### src/csp_pkg.sv
// Constants, field positions and state codes for the clocked serial port control block
package csp_pkg;

    // Timing
    localparam int unsigned CLK_HZ       = 125_000_000;
    localparam int unsigned RATE_MAX_BPS = 93750;
    localparam int unsigned BIT_CYC      = (CLK_HZ + RATE_MAX_BPS - 1) / RATE_MAX_BPS;
    localparam int unsigned HALF_CYC     = (BIT_CYC + 1) / 2;
    localparam logic [11:0] HALF_CNT     = 12'(HALF_CYC);

    // Port selects of the core's port accesses
    localparam logic [2:0] SEL_CTRL1 = 3'h0;
    localparam logic [2:0] SEL_CTRL2 = 3'h1;
    localparam logic [2:0] SEL_TXBUF = 3'h2;
    localparam logic [2:0] SEL_RXBUF = 3'h3;
    localparam logic [2:0] SEL_FLAGS = 3'h4;

    // Field positions
    localparam int CTRL1_WLEN_BIT  = 2;
    localparam int CTRL1_RATE_LSB  = 0;
    localparam int CTRL2_EN_BIT    = 3;
    localparam int CTRL2_RM_BIT    = 2;
    localparam int CTRL2_INT_BIT   = 1;
    localparam int CTRL2_TRAIL_BIT = 0;

    // Reset values
    localparam logic [3:0] CTRL1_RESET = 4'h0;
    localparam logic [3:0] CTRL2_RESET = 4'h0;

    // Receive FIFO shape
    localparam int WORD_W     = 8;
    localparam int FIFO_DEPTH = 16;

    typedef enum logic [2:0] {
        ST_IDLE  = 3'b001,
        ST_SHIFT = 3'b010,
        ST_WAIT  = 3'b100
    } sio_state_e;
endpackage
### src/csp_core.sv
// Serial port shifter, register ports and receive FIFO
`timescale 1ns/10ps

module csp_fifo #(
    parameter int W = 8,
    parameter int D = 16
) (
    // Clock and reset
    input  wire logic         clk_sys,
    input  wire logic         resetn,
    input  wire logic         flush,
    // Fill side
    input  wire logic         in_valid,
    input  wire logic [W-1:0] in_data,
    output logic              in_ready,
    // Drain side
    output logic              out_valid,
    output logic [W-1:0]      out_data,
    input  wire logic         out_ready
);
    localparam int AW = $clog2(D);
    logic [W-1:0] mem [D];
    logic [AW:0]  wr_ptr;
    logic [AW:0]  rd_ptr;

    // Extra pointer bit tells full from empty
    wire full  = (wr_ptr[AW] != rd_ptr[AW]) && (wr_ptr[AW-1:0] == rd_ptr[AW-1:0]);
    wire empty = (wr_ptr == rd_ptr);
    wire push  = in_valid & ~full;
    wire pop   = out_valid & out_ready;
    assign in_ready  = ~full;
    assign out_valid = ~empty;
    assign out_data  = mem[rd_ptr[AW-1:0]];

    // Storage
    always_ff @(posedge clk_sys) begin
        if (push) begin
            mem[wr_ptr[AW-1:0]] <= in_data;
        end
    end

    // Pointers
    always_ff @(posedge clk_sys) begin
        if (!resetn || flush) begin
            wr_ptr <= '0;
            rd_ptr <= '0;
        end else begin
            if (push) begin
                wr_ptr <= wr_ptr + 1'b1;
            end
            if (pop) begin
                rd_ptr <= rd_ptr + 1'b1;
            end
        end
    end
endmodule

module csp_core (
    // Clock and reset
    input  wire logic       clk_sys,
    input  wire logic       resetn,
    // Core port accesses
    input  wire logic [2:0] io_sel,
    input  wire logic       io_wr,
    input  wire logic       io_rd,
    input  wire logic [3:0] io_wdata,
    output logic      [3:0] io_rdata,
    output logic            serial_buffer_interrupt,
    // Serial pins
    input  wire logic       sck_in,
    output logic            sck_out,
    output logic            sck_oe,
    output logic            so_out,
    input  wire logic       si_in
);
    logic [3:0]  serial_control_one;
    logic [3:0]  serial_control_two;
    logic [7:0]  tx_buf;
    logic [7:0]  rx_buf;
    logic        tx_full;
    logic        rx_full;
    logic        wr_hi;
    logic        rd_hi;
    logic        irq_pend;
    csp_pkg::sio_state_e state;
    csp_pkg::sio_state_e next_state;
    logic        sck_m;
    logic        sck_s;
    logic        si_m;
    logic        si_s;
    logic        sck_prev;
    logic        sck_int;
    logic [11:0] div_cnt;
    logic [7:0]  tx_sh;
    logic [7:0]  rx_sh;
    logic [7:0]  rx_word;
    logic        rx_hold;
    logic [3:0]  bit_cnt;
    logic        fifo_in_ready;
    logic        fifo_out_valid;
    logic [7:0]  fifo_out_data;

    // Control field decode
    wire len8      = serial_control_one[csp_pkg::CTRL1_WLEN_BIT];
    wire [1:0] rate = serial_control_one[csp_pkg::CTRL1_RATE_LSB +: 2];
    wire en        = serial_control_two[csp_pkg::CTRL2_EN_BIT];
    wire rx_mode   = serial_control_two[csp_pkg::CTRL2_RM_BIT];
    wire int_clk   = serial_control_two[csp_pkg::CTRL2_INT_BIT];
    wire trail     = serial_control_two[csp_pkg::CTRL2_TRAIL_BIT];
    wire tx_mode   = ~rx_mode | len8;

    // Port strobes
    wire wr_c1 = io_wr & (io_sel == csp_pkg::SEL_CTRL1);
    wire wr_c2 = io_wr & (io_sel == csp_pkg::SEL_CTRL2);
    wire wr_tx = io_wr & (io_sel == csp_pkg::SEL_TXBUF) & tx_mode;
    wire rd_rx = io_rd & (io_sel == csp_pkg::SEL_RXBUF);
    wire mode_chg = (wr_c1 & (io_wdata[csp_pkg::CTRL1_WLEN_BIT] != len8))
                  | (wr_c2 & (io_wdata[csp_pkg::CTRL2_RM_BIT] != rx_mode));

    // Status view
    wire shifting = (state == csp_pkg::ST_SHIFT);
    wire serial_active_flag     = (state != csp_pkg::ST_IDLE) | rx_hold;
    wire [3:0] flags = {serial_active_flag, shifting, rx_full, irq_pend};

    // Internal clock: slower rates are longer half periods
    wire [11:0] half = (rate == 2'h0) ? csp_pkg::HALF_CNT :
                       (rate == 2'h1) ? {csp_pkg::HALF_CNT[10:0], 1'b0} :
                                        {csp_pkg::HALF_CNT[9:0], 2'b00};
    wire run_int = int_clk & shifting;
    wire tick    = run_int & (div_cnt == half - 12'h001);

    // Edge detection on whichever clock drives the shifter
    wire sck_lvl   = int_clk ? sck_int : sck_s;
    wire fall      = sck_prev & ~sck_lvl;
    wire rise      = ~sck_prev & sck_lvl;
    wire lead_rx   = rx_mode & ~len8 & ~trail;
    wire done_edge = lead_rx ? fall : rise;
    wire bit_ev    = shifting & done_edge;
    wire [3:0] wlen_m1 = len8 ? 4'h7 : 4'h3;
    wire word_done = bit_ev & (bit_cnt == wlen_m1);

    // Received word assembly, LSB first into the top
    wire [7:0] rx_new = len8 ? {si_s, rx_sh[7:1]} : {4'h0, si_s, rx_sh[7:5]};
    wire rx_done  = word_done & rx_mode;
    wire in_valid = rx_hold | rx_done;
    wire [7:0] in_data = rx_done ? rx_new : rx_word;

    // Start and resume conditions
    wire tx_ok    = ~tx_mode | tx_full;
    wire start    = en & (tx_ok | ~int_clk);
    wire go       = en & ~rx_hold & tx_ok;
    wire stall    = int_clk & ((tx_mode & ~tx_full) | (rx_mode & ~fifo_in_ready));
    wire cont     = word_done & en & ~stall;
    // An external clock cannot be held, so an enable cleared before the next
    // word's first edge ends the frame without sending a dummy word
    wire ext_abort = ~en & ~int_clk & (bit_cnt == 4'h0) & ~bit_ev;
    wire load     = ((state == csp_pkg::ST_IDLE) & start)
                  | ((state == csp_pkg::ST_WAIT) & go) | cont;
    wire tx_load  = load & tx_mode;
    wire rx_pop   = fifo_out_valid & ~rx_full & ~mode_chg;
    wire irq_ev   = (tx_load & ~rx_mode) | rx_pop;

    // Next state
    always_comb begin
        next_state = state;
        case (state)
            csp_pkg::ST_IDLE: begin
                if (start) begin
                    next_state = csp_pkg::ST_SHIFT;
                end
            end
            csp_pkg::ST_SHIFT: begin
                if (word_done && !en) begin
                    next_state = csp_pkg::ST_IDLE;
                end else if (word_done && stall) begin
                    next_state = csp_pkg::ST_WAIT;
                end else if (ext_abort) begin
                    next_state = csp_pkg::ST_IDLE;
                end
            end
            csp_pkg::ST_WAIT: begin
                if (go) begin
                    next_state = csp_pkg::ST_SHIFT;
                end else if (!en && !rx_hold) begin
                    next_state = csp_pkg::ST_IDLE;
                end
            end
            default: begin
                next_state = csp_pkg::ST_IDLE;
            end
        endcase
    end

    // State register
    always_ff @(posedge clk_sys) begin
        if (!resetn) begin
            state <= csp_pkg::ST_IDLE;
        end else begin
            state <= next_state;
        end
    end

    // Pin synchronisers; clock pin idles high
    always_ff @(posedge clk_sys) begin
        if (!resetn) begin
            sck_m <= 1'b1;
            sck_s <= 1'b1;
            si_m  <= 1'b0;
            si_s  <= 1'b0;
        end else begin
            sck_m <= sck_in;
            sck_s <= sck_m;
            si_m  <= si_in;
            si_s  <= si_m;
        end
    end

    // Internal clock divider, parked high outside a shift
    always_ff @(posedge clk_sys) begin
        if (!resetn || !run_int) begin
            div_cnt <= 12'h000;
            sck_int <= 1'b1;
        end else if (tick) begin
            div_cnt <= 12'h000;
            sck_int <= ~sck_int;
        end else begin
            div_cnt <= div_cnt + 12'h001;
        end
    end

    // Previous clock level for edge finding
    always_ff @(posedge clk_sys) begin
        if (!resetn) begin
            sck_prev <= 1'b1;
        end else begin
            sck_prev <= sck_lvl;
        end
    end

    // Bit counter and shift registers
    always_ff @(posedge clk_sys) begin
        if (!resetn) begin
            bit_cnt <= 4'h0;
            tx_sh   <= 8'h00;
            rx_sh   <= 8'h00;
        end else if (load) begin
            bit_cnt <= 4'h0;
            tx_sh   <= tx_buf;
        end else if (bit_ev) begin
            bit_cnt <= bit_cnt + 4'h1;
            tx_sh   <= {1'b0, tx_sh[7:1]};
            rx_sh   <= {si_s, rx_sh[7:1]};
        end
    end

    // Data out: LSB at load, then each leading edge
    always_ff @(posedge clk_sys) begin
        if (!resetn) begin
            so_out <= 1'b1;
        end else if (tx_load) begin
            so_out <= tx_buf[0];
        end else if (shifting && tx_mode && fall) begin
            so_out <= tx_sh[0];
        end
    end

    // Word awaiting FIFO space; external clock overwrites on overrun
    always_ff @(posedge clk_sys) begin
        if (!resetn || mode_chg) begin
            rx_hold <= 1'b0;
            rx_word <= 8'h00;
        end else if (rx_done && !fifo_in_ready) begin
            rx_hold <= 1'b1;
            rx_word <= rx_new;
        end else if (rx_hold && fifo_in_ready) begin
            rx_hold <= 1'b0;
        end
    end

    // Command registers
    always_ff @(posedge clk_sys) begin
        if (!resetn) begin
            serial_control_one <= csp_pkg::CTRL1_RESET;
            serial_control_two <= csp_pkg::CTRL2_RESET;
        end else begin
            if (wr_c1) begin
                serial_control_one <= io_wdata;
            end
            if (wr_c2) begin
                serial_control_two <= io_wdata;
            end
        end
    end

    // Transmit buffer; a write in the load cycle still counts
    always_ff @(posedge clk_sys) begin
        if (!resetn || mode_chg) begin
            tx_buf  <= 8'h00;
            tx_full <= 1'b0;
            wr_hi   <= 1'b0;
        end else begin
            if (tx_load) begin
                tx_full <= 1'b0;
            end
            if (irq_ev) begin
                wr_hi <= 1'b0;
            end
            if (wr_tx && (!len8 || wr_hi)) begin
                tx_full <= 1'b1;
            end
            if (wr_tx && len8 && !wr_hi) begin
                tx_buf[3:0] <= io_wdata;
                wr_hi       <= 1'b1;
            end else if (wr_tx && len8) begin
                tx_buf[7:4] <= io_wdata;
                wr_hi       <= 1'b0;
            end else if (wr_tx) begin
                tx_buf[3:0] <= io_wdata;
            end
        end
    end

    // Receive buffer fed from the FIFO head
    always_ff @(posedge clk_sys) begin
        if (!resetn || mode_chg) begin
            rx_buf  <= 8'h00;
            rx_full <= 1'b0;
            rd_hi   <= 1'b0;
        end else if (rx_pop) begin
            rx_buf  <= fifo_out_data;
            rx_full <= 1'b1;
            rd_hi   <= 1'b0;
        end else if (rd_rx && rx_full) begin
            rd_hi   <= len8 & ~rd_hi;
            rx_full <= len8 & ~rd_hi;
        end
    end

    // Read data, one cycle after the strobe
    always_ff @(posedge clk_sys) begin
        if (!resetn) begin
            io_rdata <= 4'h0;
        end else if (rd_rx) begin
            io_rdata <= rd_hi ? rx_buf[7:4] : rx_buf[3:0];
        end else if (io_rd && io_sel == csp_pkg::SEL_FLAGS) begin
            io_rdata <= flags;
        end else if (io_rd) begin
            io_rdata <= 4'h0;
        end
    end

    // Interrupt pulse and pending flag; a new request beats the clear
    always_ff @(posedge clk_sys) begin
        if (!resetn) begin
            serial_buffer_interrupt <= 1'b0;
            irq_pend                <= 1'b0;
        end else begin
            serial_buffer_interrupt <= irq_ev;
            if (irq_ev) begin
                irq_pend <= 1'b1;
            end else if (wr_tx || (rd_rx && !rd_hi && !len8) || (rd_rx && rd_hi)) begin
                irq_pend <= 1'b0;
            end
        end
    end

    // Clock pin drive only under the internal source
    assign sck_out = sck_int;
    assign sck_oe  = int_clk;

    csp_fifo #(
        .W (csp_pkg::WORD_W),
        .D (csp_pkg::FIFO_DEPTH)
    ) u_rx_fifo (
        .clk_sys   (clk_sys),
        .resetn    (resetn),
        .flush     (mode_chg),
        .in_valid  (in_valid),
        .in_data   (in_data),
        .in_ready  (fifo_in_ready),
        .out_valid (fifo_out_valid),
        .out_data  (fifo_out_data),
        .out_ready (~rx_full & ~mode_chg)
    );
endmodule

### config.mk
export PLATFORM = sky130hd
export DESIGN_NAME = csp_core
export DESIGN_NICKNAME = d
export VERILOG_FILES = /design/src/csp_pkg.sv /design/src/csp_core.sv
export SDC_FILE = /design/constraint.sdc
export NUM_CORES = 1
export LEC_CHECK = 0
export BUFFER_PORTS_ARGS = -buffer_cell sky130_fd_sc_hd__buf_4
export CORE_MARGIN = 1.5
export CORE_UTILIZATION = 55
export DETAILED_ROUTE_END_ITERATION = 10
export GPL_ROUTABILITY_DRIVEN = 0
export PLACE_DENSITY = 0.71
export SYNTH_ARGS = -nofsm -noshare
export SYNTH_HDL_FRONTEND = slang
export SYNTH_SLANG_ARGS = --single-unit
### constraint.sdc
create_clock -name clk_sys -period 3.2 [get_ports clk_sys]
set_clock_uncertainty 0.2 [all_clocks]
set_input_delay 0.32 -clock clk_sys [delete_from_list [all_inputs] [get_ports clk_sys]]
set_output_delay 0.32 -clock clk_sys [all_outputs]
set_load 0.005 [all_outputs]
==> results of run 1 <==
-- per-layer routing --
layer / part of all wire [%] / track usage [%] / wire length [um] / vias to the layer above
li1: - / - / - / 2723
met1: 44 / 34.0 / 8930 / 2936
met2: 48 / 37.4 / 9710 / 216
met3: 5.4 / 3.30 / 1090 / 22
met4: 1.7 / 5.25 / 340 / 0
met5: 0 / 0 / 0 / -
-- synthesized netlist by cell type, types with 4 or more instances --
library cell	number	share of area [%]
nor2_1	77	3.1
nand2_1	46	1.9
buf_4	6	0.48
nand3_1	31	1.7
dfxtp_1	93	20
o21a_1	4	0.32
mux2i_1	33	3.6
mux4_2	33	8.0
nor3b_1	4	0.32
nand4_1	6	0.40
and3_1	6	0.40
ha_1	8	1.1
a21oi_1	27	1.5
nand2b_1	7	0.47
mux2_2	10	1.2
a211oi_1	8	0.65
a211oi_2	8	1.1
and2_1	4	0.27
o21ai_0	40	2.2
buf_2	16	0.86
clkbuf_1	15	0.61
nand4b_1	4	0.38
edfxtp_1	128	41
nor3_1	10	0.54
nor2b_1	4	0.27
inv_1	12	0.48
xnor2_1	5	0.47
xor2_1	23	2.2
-- state kept, by name (all words and copies together) (netlist names), 3 cells and up --
register	count
rx_sh	7
state	3
tx_sh	8
u_rx_fifo.rd_ptr	5
u_rx_fifo.mem	128
serial_control_two	4
div_cnt	12
u_rx_fifo.wr_ptr	5
tx_buf	8
rx_word	8
serial_control_one	3
bit_cnt	4
rx_buf	8
io_rdata	4
-- final cells by class --
cell class / count / area, um2
fill: 1221 / 5990
inverter: 12 / 45.0
sequential: 221 / 5710
clock inverter: 9 / 93.8
tap: 220 / 275
multi-input combinational: 439 / 3340
timing repair buffer: 58 / 453
clock buffer: 30 / 622
-- timing repair --
action | in CTS | in global routing
endpoints found under the setup margin | 0 | 0
hold endpoints to repair | 21 | 0
hold buffers | 7 | 0
-- cells by family (layout without fill, tap and decap cells) --
| kind of cell | count (synthesis) | after routing | share of synthesized area, % |
|---|---|---|---|
| AO/OA/AOI/OAI | 112 | 112 | 8.09 |
| AND/OR/NAND/NOR | 215 | 215 | 11.4 |
| buffers and inverters | 52 | 109 | 2.65 |
| XOR/XNOR | 28 | 28 | 2.64 |
| multiplexers | 76 | 76 | 12.8 |
| flip-flops | 221 | 221 | 61.4 |
| adder cells (fa/ha/maj) | 8 | 8 | 1.08 |
-- metrics by stage --
| stage | setup slack [ps] | utilization [%] | cell area (um2) | std cells |
|---|---|---|---|---|
| after floorplan | 363 | - | 9290 | 712 |
| final | 262 | 63.8 | 10500 | 989 |
| after global routing | 64.8 | 63.8 | 10500 | 989 |
| after detailed placement | 230 | 59.0 | 9750 | 943 |
| after global placement | 441 | 59.0 | 9750 | 943 |
| after CTS | 239 | 63.8 | 10500 | 989 |
-- critical path, stage by stage, from the launching register on --
cell      delay, ps
dfxtp_1         490
xor2_1          160
nor3b_4         340
o211a_1         290
o211ai_1        120
nor3_1          950
-- how the worst max path moves through the flow --
stage | to | from | slack [ps] | cells after the start
2_1_floorplan | u_rx_fifo.mem[2][0] | serial_control_two[1] | 360 | 8
3_3_place_gp | u_rx_fifo.mem[3][5] | serial_control_one[2] | 440 | 5
3_5_place_dp | u_rx_fifo.mem[3][7] | serial_control_one[2] | 230 | 5
4_1_cts | u_rx_fifo.mem[3][3] | serial_control_one[2] | 240 | 5
5_1_grt | u_rx_fifo.mem[3][3] | serial_control_one[2] | 60 | 5
6_report | u_rx_fifo.mem[3][3] | serial_control_one[2] | 260 | 5
-- power groups by stage --
stage	clock, uW	combinational [uW]	sequential [uW]
6_report	2550	167	3010
5_1_grt	2700	183	3010
4_1_cts	2590	166	3010
3_5_place_dp	0	158	3070
3_3_place_gp	0	155	3070
2_1_floorplan	0	111	3070
==> flow_metrics.tcl, run 1 <==
set metrics [dict create \
    ys_seq_area_share_pct 61.4 \
    worstMarginPinSlew_ps 1220 \
    finalPower_uw 5730 \
    wirelength_um 20100 \
    p_switching_uw 1140 \
    crit_path_start_kind "register" \
    status "finished clean" \
    cts_buffer_depth 3 \
    fmax_ghz 0.340 \
    numCtsBuffers 22 \
    hold_depth 4 \
    insertion_delay_ps 500 \
    antenna_left 0 \
    synth_edf_count 128 \
    holdCritPathClass "input pin to register" \
    antenna_cells 0 \
    drive_gt1_share_pct 18.7 \
    critPathMaxFanout 8 \
    irDropWorstVdd_uv 457 \
    die-area_um2 17700 \
    p_clk_share_pct 44.5 \
    worstSetupPathType "register to register" \
    grt.total_usage_pct 23.3 \
    cts_tree "built" \
    synth_area_um2 9290 \
    post-route-period-util_pct 91.8 \
    fin_tns_setup_ps 0 \
    leakage_uw 0.00352 \
    grt_pass1_wl_um 32200 \
    ys_types 60 \
    drt_iter0_drc 719 \
    hold-worst-slack_ps 32.9 \
    rr_endpoint "u_rx_fifo.mem[3][3]" \
    fp-row-count 47 \
    drc_errors 0 \
    antenna_found_initial 0 \
    htreeDepth 1 \
    wl_per_cell_um 20.3 \
    slew_headroom_pct 17.7 \
    grt_overflow 0 \
    ys.flop_type "edfxtp_1" \
    syn-num-nets 733 \
    r2r_cells 5 \
    period_needed_ps 2940 \
    post_cts_buffers 0 \
    postSynth.asyncResetShare_pct 0 \
    cts_resized 0 \
    worstPathArrival_ps 2850 \
    rrSetupSlack_ps 260 \
    hold_viol 0 \
    layout_commonest_cell "edfxtp_1" \
    final_cell_mix "edfxtp_1, dfxtp_1, nor2_1, buf_4, nand2_1" \
    hpwlAfterDp_um 13100 \
    yosysWarnings 0 \
    setup_violations 0 \
    seqPwrFrac_pct 52.5 \
    first_pass_iters 5 \
    fp.dieW_um 133 \
    rsz0062_at_grt "false" \
    syn_avg_cell_area_um2 13.1 \
    num_vias 5897 \
    grt_max_degree 36 \
    slew_violations 0 \
    nets 775 \
    cts_sinks 221 \
    synth_cells 712 \
    ys_ff_latch 221 \
    switching_share_pct 20.0 \
    min-delay-start "io_sel[2]" \
    intPower_uw 4590 \
    clock-root-buffer "clkbuf_16" \
    r2r_start "serial_control_one[2]" \
    area_growth_pct 13.4 \
    maxCapViolCount 0 \
    core_area_um2 16500 \
    cp-end-kind "register" \
    start_util_pct 56.2 \
    cts.clk_slew.worst_paths_ps 60 \
    grt_pass1_vias 5726 \
    cp.required_ps 3110 \
    power.density_nw_per_um2 544 \
    dieHeight_um 133 \
    pin_count 21 \
    p_comb_share_pct 2.9 \
    avgViaCountPerCell 5.96 \
    portBuffers 20 \
    min_to "io_rdata[3]" \
]
No activity file was read; power rests on OpenSTA's default activity.
==> inputs of run 2 (changes only) <==
Settings changed: CORE_UTILIZATION 55 to 24, PLACE_DENSITY 0.71 to unset.
==> run 2 against run 1 <==
Net effect: hold slack gained 53 ps; core utilization is 35 points lower; critical path depth is 3 higher; largest power group unchanged; register-to-register slack gained 170 ps; sequential power is essentially flat; global-route usage is 13 points lower.
==> flow_metrics.tcl, run 2 (synthesis results as in run 1) <==
set metrics [dict create \
    rsz0062_at_grt "false" \
    rrSetupSlack_ps 430 \
    numCtsBuffers 23 \
    grt_max_degree 31 \
    min_to "serial_control_two[2]" \
    nets 788 \
    grt_pass1_vias 5638 \
    first_pass_iters 5 \
    drive_gt1_share_pct 20.7 \
    min-delay-start "io_sel[1]" \
    slowest_stage "dfxtp_1" \
    period_needed_ps 2770 \
    status "finished clean" \
    cp-end-kind "register" \
    insertion_delay_ps 520 \
    antenna_cells 0 \
    rr_endpoint "u_rx_fifo.mem[2][5]" \
    drt_iter0_drc 526 \
    slew_violations 0 \
    hold_buffers 10 \
    cp.required_ps 3220 \
    area_growth_pct 19.3 \
    cts.clk_slew.worst_paths_ps 60 \
    slowest_delay_ps 530 \
    htreeDepth 1 \
    grt_overflow 0 \
    worstPathArrival_ps 2790 \
    fmax_ghz 0.361 \
    dieHeight_um 200 \
    fin_tns_setup_ps 0 \
    grt_pass1_wl_um 31500 \
    core_area_um2 37900 \
    fp.dieW_um 200 \
    cp_cell_sequence "nor3b_1, and3_1, o211a_1, buf_4, o21a_1, nand2_1, nor3_1, buf_4" \
    worstSetupPathType "register to register" \
    num_vias 5674 \
    cts_tree "built" \
    setup_violations 0 \
    slew_headroom_pct 51.1 \
    cts_resized 0 \
    clock-root-buffer "clkbuf_16" \
    final_cell_mix "edfxtp_1, dfxtp_1, nor2_1, buf_4, nand2_1" \
    fp-row-count 71 \
    irDropWorstVdd_uv 271 \
    pin_count 21 \
    antenna_found_initial 0 \
    grt.total_usage_pct 10.2 \
    leakage_uw 0.00362 \
    cts_sinks 221 \
    largest_register_ffs 128 \
    worstMarginPinSlew_ps 730 \
    start_util_pct 24.5 \
    hold_depth 5 \
    cts_buffer_depth 3 \
    drc_errors 0 \
    crit_path_start_kind "register" \
    crit_family "simple AND/OR/NAND/NOR gates" \
    die-area_um2 39900 \
    nFillCells 3816 \
    r2r_cells 8 \
    dp_cells 1243 \
    maxCapViolCount 0 \
    antenna_left 0 \
    holdCritPathClass "input pin to register" \
    critPathMaxFanout 20 \
    wl_per_cell_um 15.4 \
    cp_common_cell "buf_4" \
    portBuffers 20 \
    critPathBufInv 2 \
    hpwlAfterDp_um 13100 \
    layout_commonest_cell "edfxtp_1" \
    wirelength_um 20000 \
    fin_util_pct 29.2 \
    power.density_nw_per_um2 538 \
    avgViaCountPerCell 4.38 \
    hold_viol 0 \
    stdcell_count 1295 \
    r2r_start "serial_control_two[2]" \
    post_cts_buffers 0 \
    post-route-period-util_pct 86.5 \
]
[run 2: changes by cell type in the layout (fill, tap and decap cells not counted)]
cell	delta
clkbuf_16	+1
clkbuf_8	+3
inv_6	+2
buf_4	+9
clkinv_4	+1
clkinv_1	-3
clkbuf_1	-3
clkinvlp_4	+2
dlygate4sd3_1	+3
[run 2: worst max path at each step]
stage / start / endpoint / cells after the start
after detailed placement: serial_control_two[2] / u_rx_fifo.mem[2][5] / 8
final: serial_control_two[2] / u_rx_fifo.mem[2][5] / 8
after global routing: serial_control_two[2] / u_rx_fifo.mem[2][6] / 8
after global placement: serial_control_two[2] / u_rx_fifo.mem[2][7] / 8
after CTS: serial_control_two[2] / u_rx_fifo.mem[2][2] / 8
after floorplan: serial_control_two[1] / u_rx_fifo.mem[2][0] / 8
[run 2: final cells by class]
class	instances	area [um2]	area share, %
clock buffer	31	677	6.11
clock inverter	11	124	1.12
inverter	12	45.0	0.406
multi-input combinational	439	3340	30.1
sequential	221	5710	51.5
tap	511	639	5.77
timing repair buffer	70	551	4.97
[run 2: power by group]
part | switching [uW] | leakage, uW | total, uW | internal (uW)
Combinational | 93.6 | 0.00130 | 171 | 77.6
Sequential | 16.1 | 0.00193 | 3010 | 3000
Clock | 1120 | 0.000388 | 2780 | 1660
Total | 1230 | 0.00362 | 5960 | 4730
[run 2: worst reg2reg max path: stages, from the launching register on]
cell     delay [ps]
dfxtp_1         530
nor3b_1         270
and3_1          210
o211a_1         190
buf_4           220
o21a_1          300
nand2_1         180
nor3_1          170
buf_4           220
[run 2: per-stage QoR]
stage | worst slack (ps) | power, uW | cell area (um2) | hold WS (ps)
floorplan | 363 | 3180 | 9290 | 186
global placement | 464 | 3230 | 10200 | 213
detailed placement | 416 | 3230 | 10200 | 221
CTS | 391 | 6020 | 11100 | 61.1
global route | 242 | 6160 | 11100 | 82.3
finish | 432 | 5960 | 11100 | 86.3
[run 2: per-layer routing]
metal,part of all wire (%),routed length [um],global-route usage (%),vias to the layer above
met4,1.7,349,2.87,0
li1,-,-,-,2752
met1,46,9200,13.4,2782
met3,4.1,815,1.66,25
met2,48,9600,17.1,115
met5,0,0,0,-
==> inputs of run 3 (changes only) <==
Settings changed: CTS_BUF_LIST set to sky130_fd_sc_hd__clkbuf_16.
==> run 3 against run 2 <==
Net effect: total power shrank 2.3%; non-clock buffer count stayed put; global-route usage about the same.
==> flow_metrics.tcl, run 3 (synthesis results as in run 1) <==
set metrics [dict create \
    status "finished clean" \
    setup_violations 0 \
    wl_per_cell_um 15.4 \
    cp-end-kind "register" \
    antenna_left 0 \
    wirelength_um 19900 \
    slew_headroom_pct 50.1 \
    power.density_nw_per_um2 528 \
    first_pass_iters 5 \
    numCtsBuffers 23 \
    hpwlAfterDp_um 13100 \
    pin_count 21 \
    stdcell_count 1295 \
    nets 788 \
    avgViaCountPerCell 4.39 \
    htreeDepth 1 \
    area_growth_pct 18.7 \
    rsz0062_at_grt "false" \
    fmax_ghz 0.360 \
    grt.total_usage_pct 10.2 \
    cts_tree "built" \
    dp_cells 1243 \
    dpl_cell_area_um2 10200 \
    core_area_um2 37900 \
    drc_errors 0 \
    hold_viol 0 \
    worstMarginPinSlew_ps 745 \
    clock-root-buffer "clkbuf_16" \
    period_needed_ps 2780 \
    fp.dieW_um 200 \
    die-area_um2 39900 \
    grt_pass1_wl_um 31500 \
    final_cell_mix "edfxtp_1, dfxtp_1, nor2_1, buf_4, nand2_1" \
    fin_tns_setup_ps 0 \
    hold-worst-slack_ps 88.0 \
    leakage_uw 0.00360 \
    fin_area_um2 11000 \
    post-route-period-util_pct 86.9 \
    worstPathArrival_ps 2810 \
    cts.clk_slew.worst_paths_ps 60 \
    cp.required_ps 3230 \
    holdCritPathClass "input pin to register" \
    post_cts_buffers 0 \
    grt_pass1_vias 5634 \
    cts_buffer_depth 3 \
    maxCapViolCount 0 \
    grt_overflow 0 \
    cts_resized 0 \
    critPathMaxFanout 20 \
    slew_violations 0 \
    num_vias 5687 \
    crit_path_start_kind "register" \
    worstSetupPathType "register to register" \
    cts_sinks 221 \
    start_util_pct 24.5 \
    dieHeight_um 200 \
    hold_buffers 10 \
    fp-row-count 71 \
    insertion_delay_ps 520 \
    portBuffers 20 \
    drive_gt1_share_pct 20.0 \
    irDropWorstVdd_uv 270 \
    antenna_cells 0 \
    drt_iter0_drc 540 \
    grt_max_degree 31 \
    nFillCells 3827 \
    largest_register_ffs 128 \
    antenna_found_initial 0 \
    layout_commonest_cell "edfxtp_1" \
]
-- run 3: cell count changes in the layout (fill, tap and decap cells not counted), sizes merged --
cell    delta
clkbuf     -7
clkinv     +5
inv        +2
-- run 3: cell type report --
| type | count | area [um2] | area share [%] |
|---|---|---|---|
| Sequential cell | 221 | 5710 | 51.7 |
| Tap cell | 511 | 639 | 5.79 |
| Inverter | 12 | 45.0 | 0.408 |
| Clock inverter | 18 | 150 | 1.36 |
| Clock buffer | 24 | 601 | 5.44 |
| Multi-Input combinational cell | 439 | 3340 | 30.3 |
| Timing Repair Buffer | 70 | 551 | 4.99 |
-- run 3: worst paths after layout --
path / startpoint / endpoint / slack [ps] / cells after the start
setup / recovery: serial_control_two[2] / u_rx_fifo.mem[2][5] / 420 / 8
hold reg to reg: sck_m / sck_s / 230 / 1
hold / removal: io_sel[1] / serial_control_two[2] / 90 / 5
setup reg to reg: serial_control_two[2] / u_rx_fifo.mem[2][5] / 420 / 8
-- run 3: stage by stage --
stage,setup WS [ps],util [%],total power (uW)
2_1_floorplan,363,-,3180
3_3_place_gp,464,26.8,3230
3_5_place_dp,416,26.8,3230
4_1_cts,391,29.1,5900
5_1_grt,242,29.1,6030
6_report,420,29.1,5820
-- run 3: power breakdown --
part / total (uW) / leakage, uW / switching (uW) / internal [uW]
clock: 2640 / 0.000368 / 1110 / 1530
sequential: 3010 / 0.00193 / 16.0 / 3000
combinational: 171 / 0.00130 / 93.3 / 77.6
-- run 3: critical path, stage by stage, from the launching register on --
cell     delay [ps]
dfxtp_1         530
nor3b_1         270
and3_1          210
o211a_1         190
buf_4           220
o21a_1          310
nand2_1         180
nor3_1          170
buf_4           220
-- run 3: metal layers --
metal	up-vias	share of wire, %	GRT usage [%]
li1	2752	-	-
met1	2787	46	13.4
met2	125	48	17.1
met3	23	4.0	1.66
met4	0	1.7	2.87
met5	-	0	0
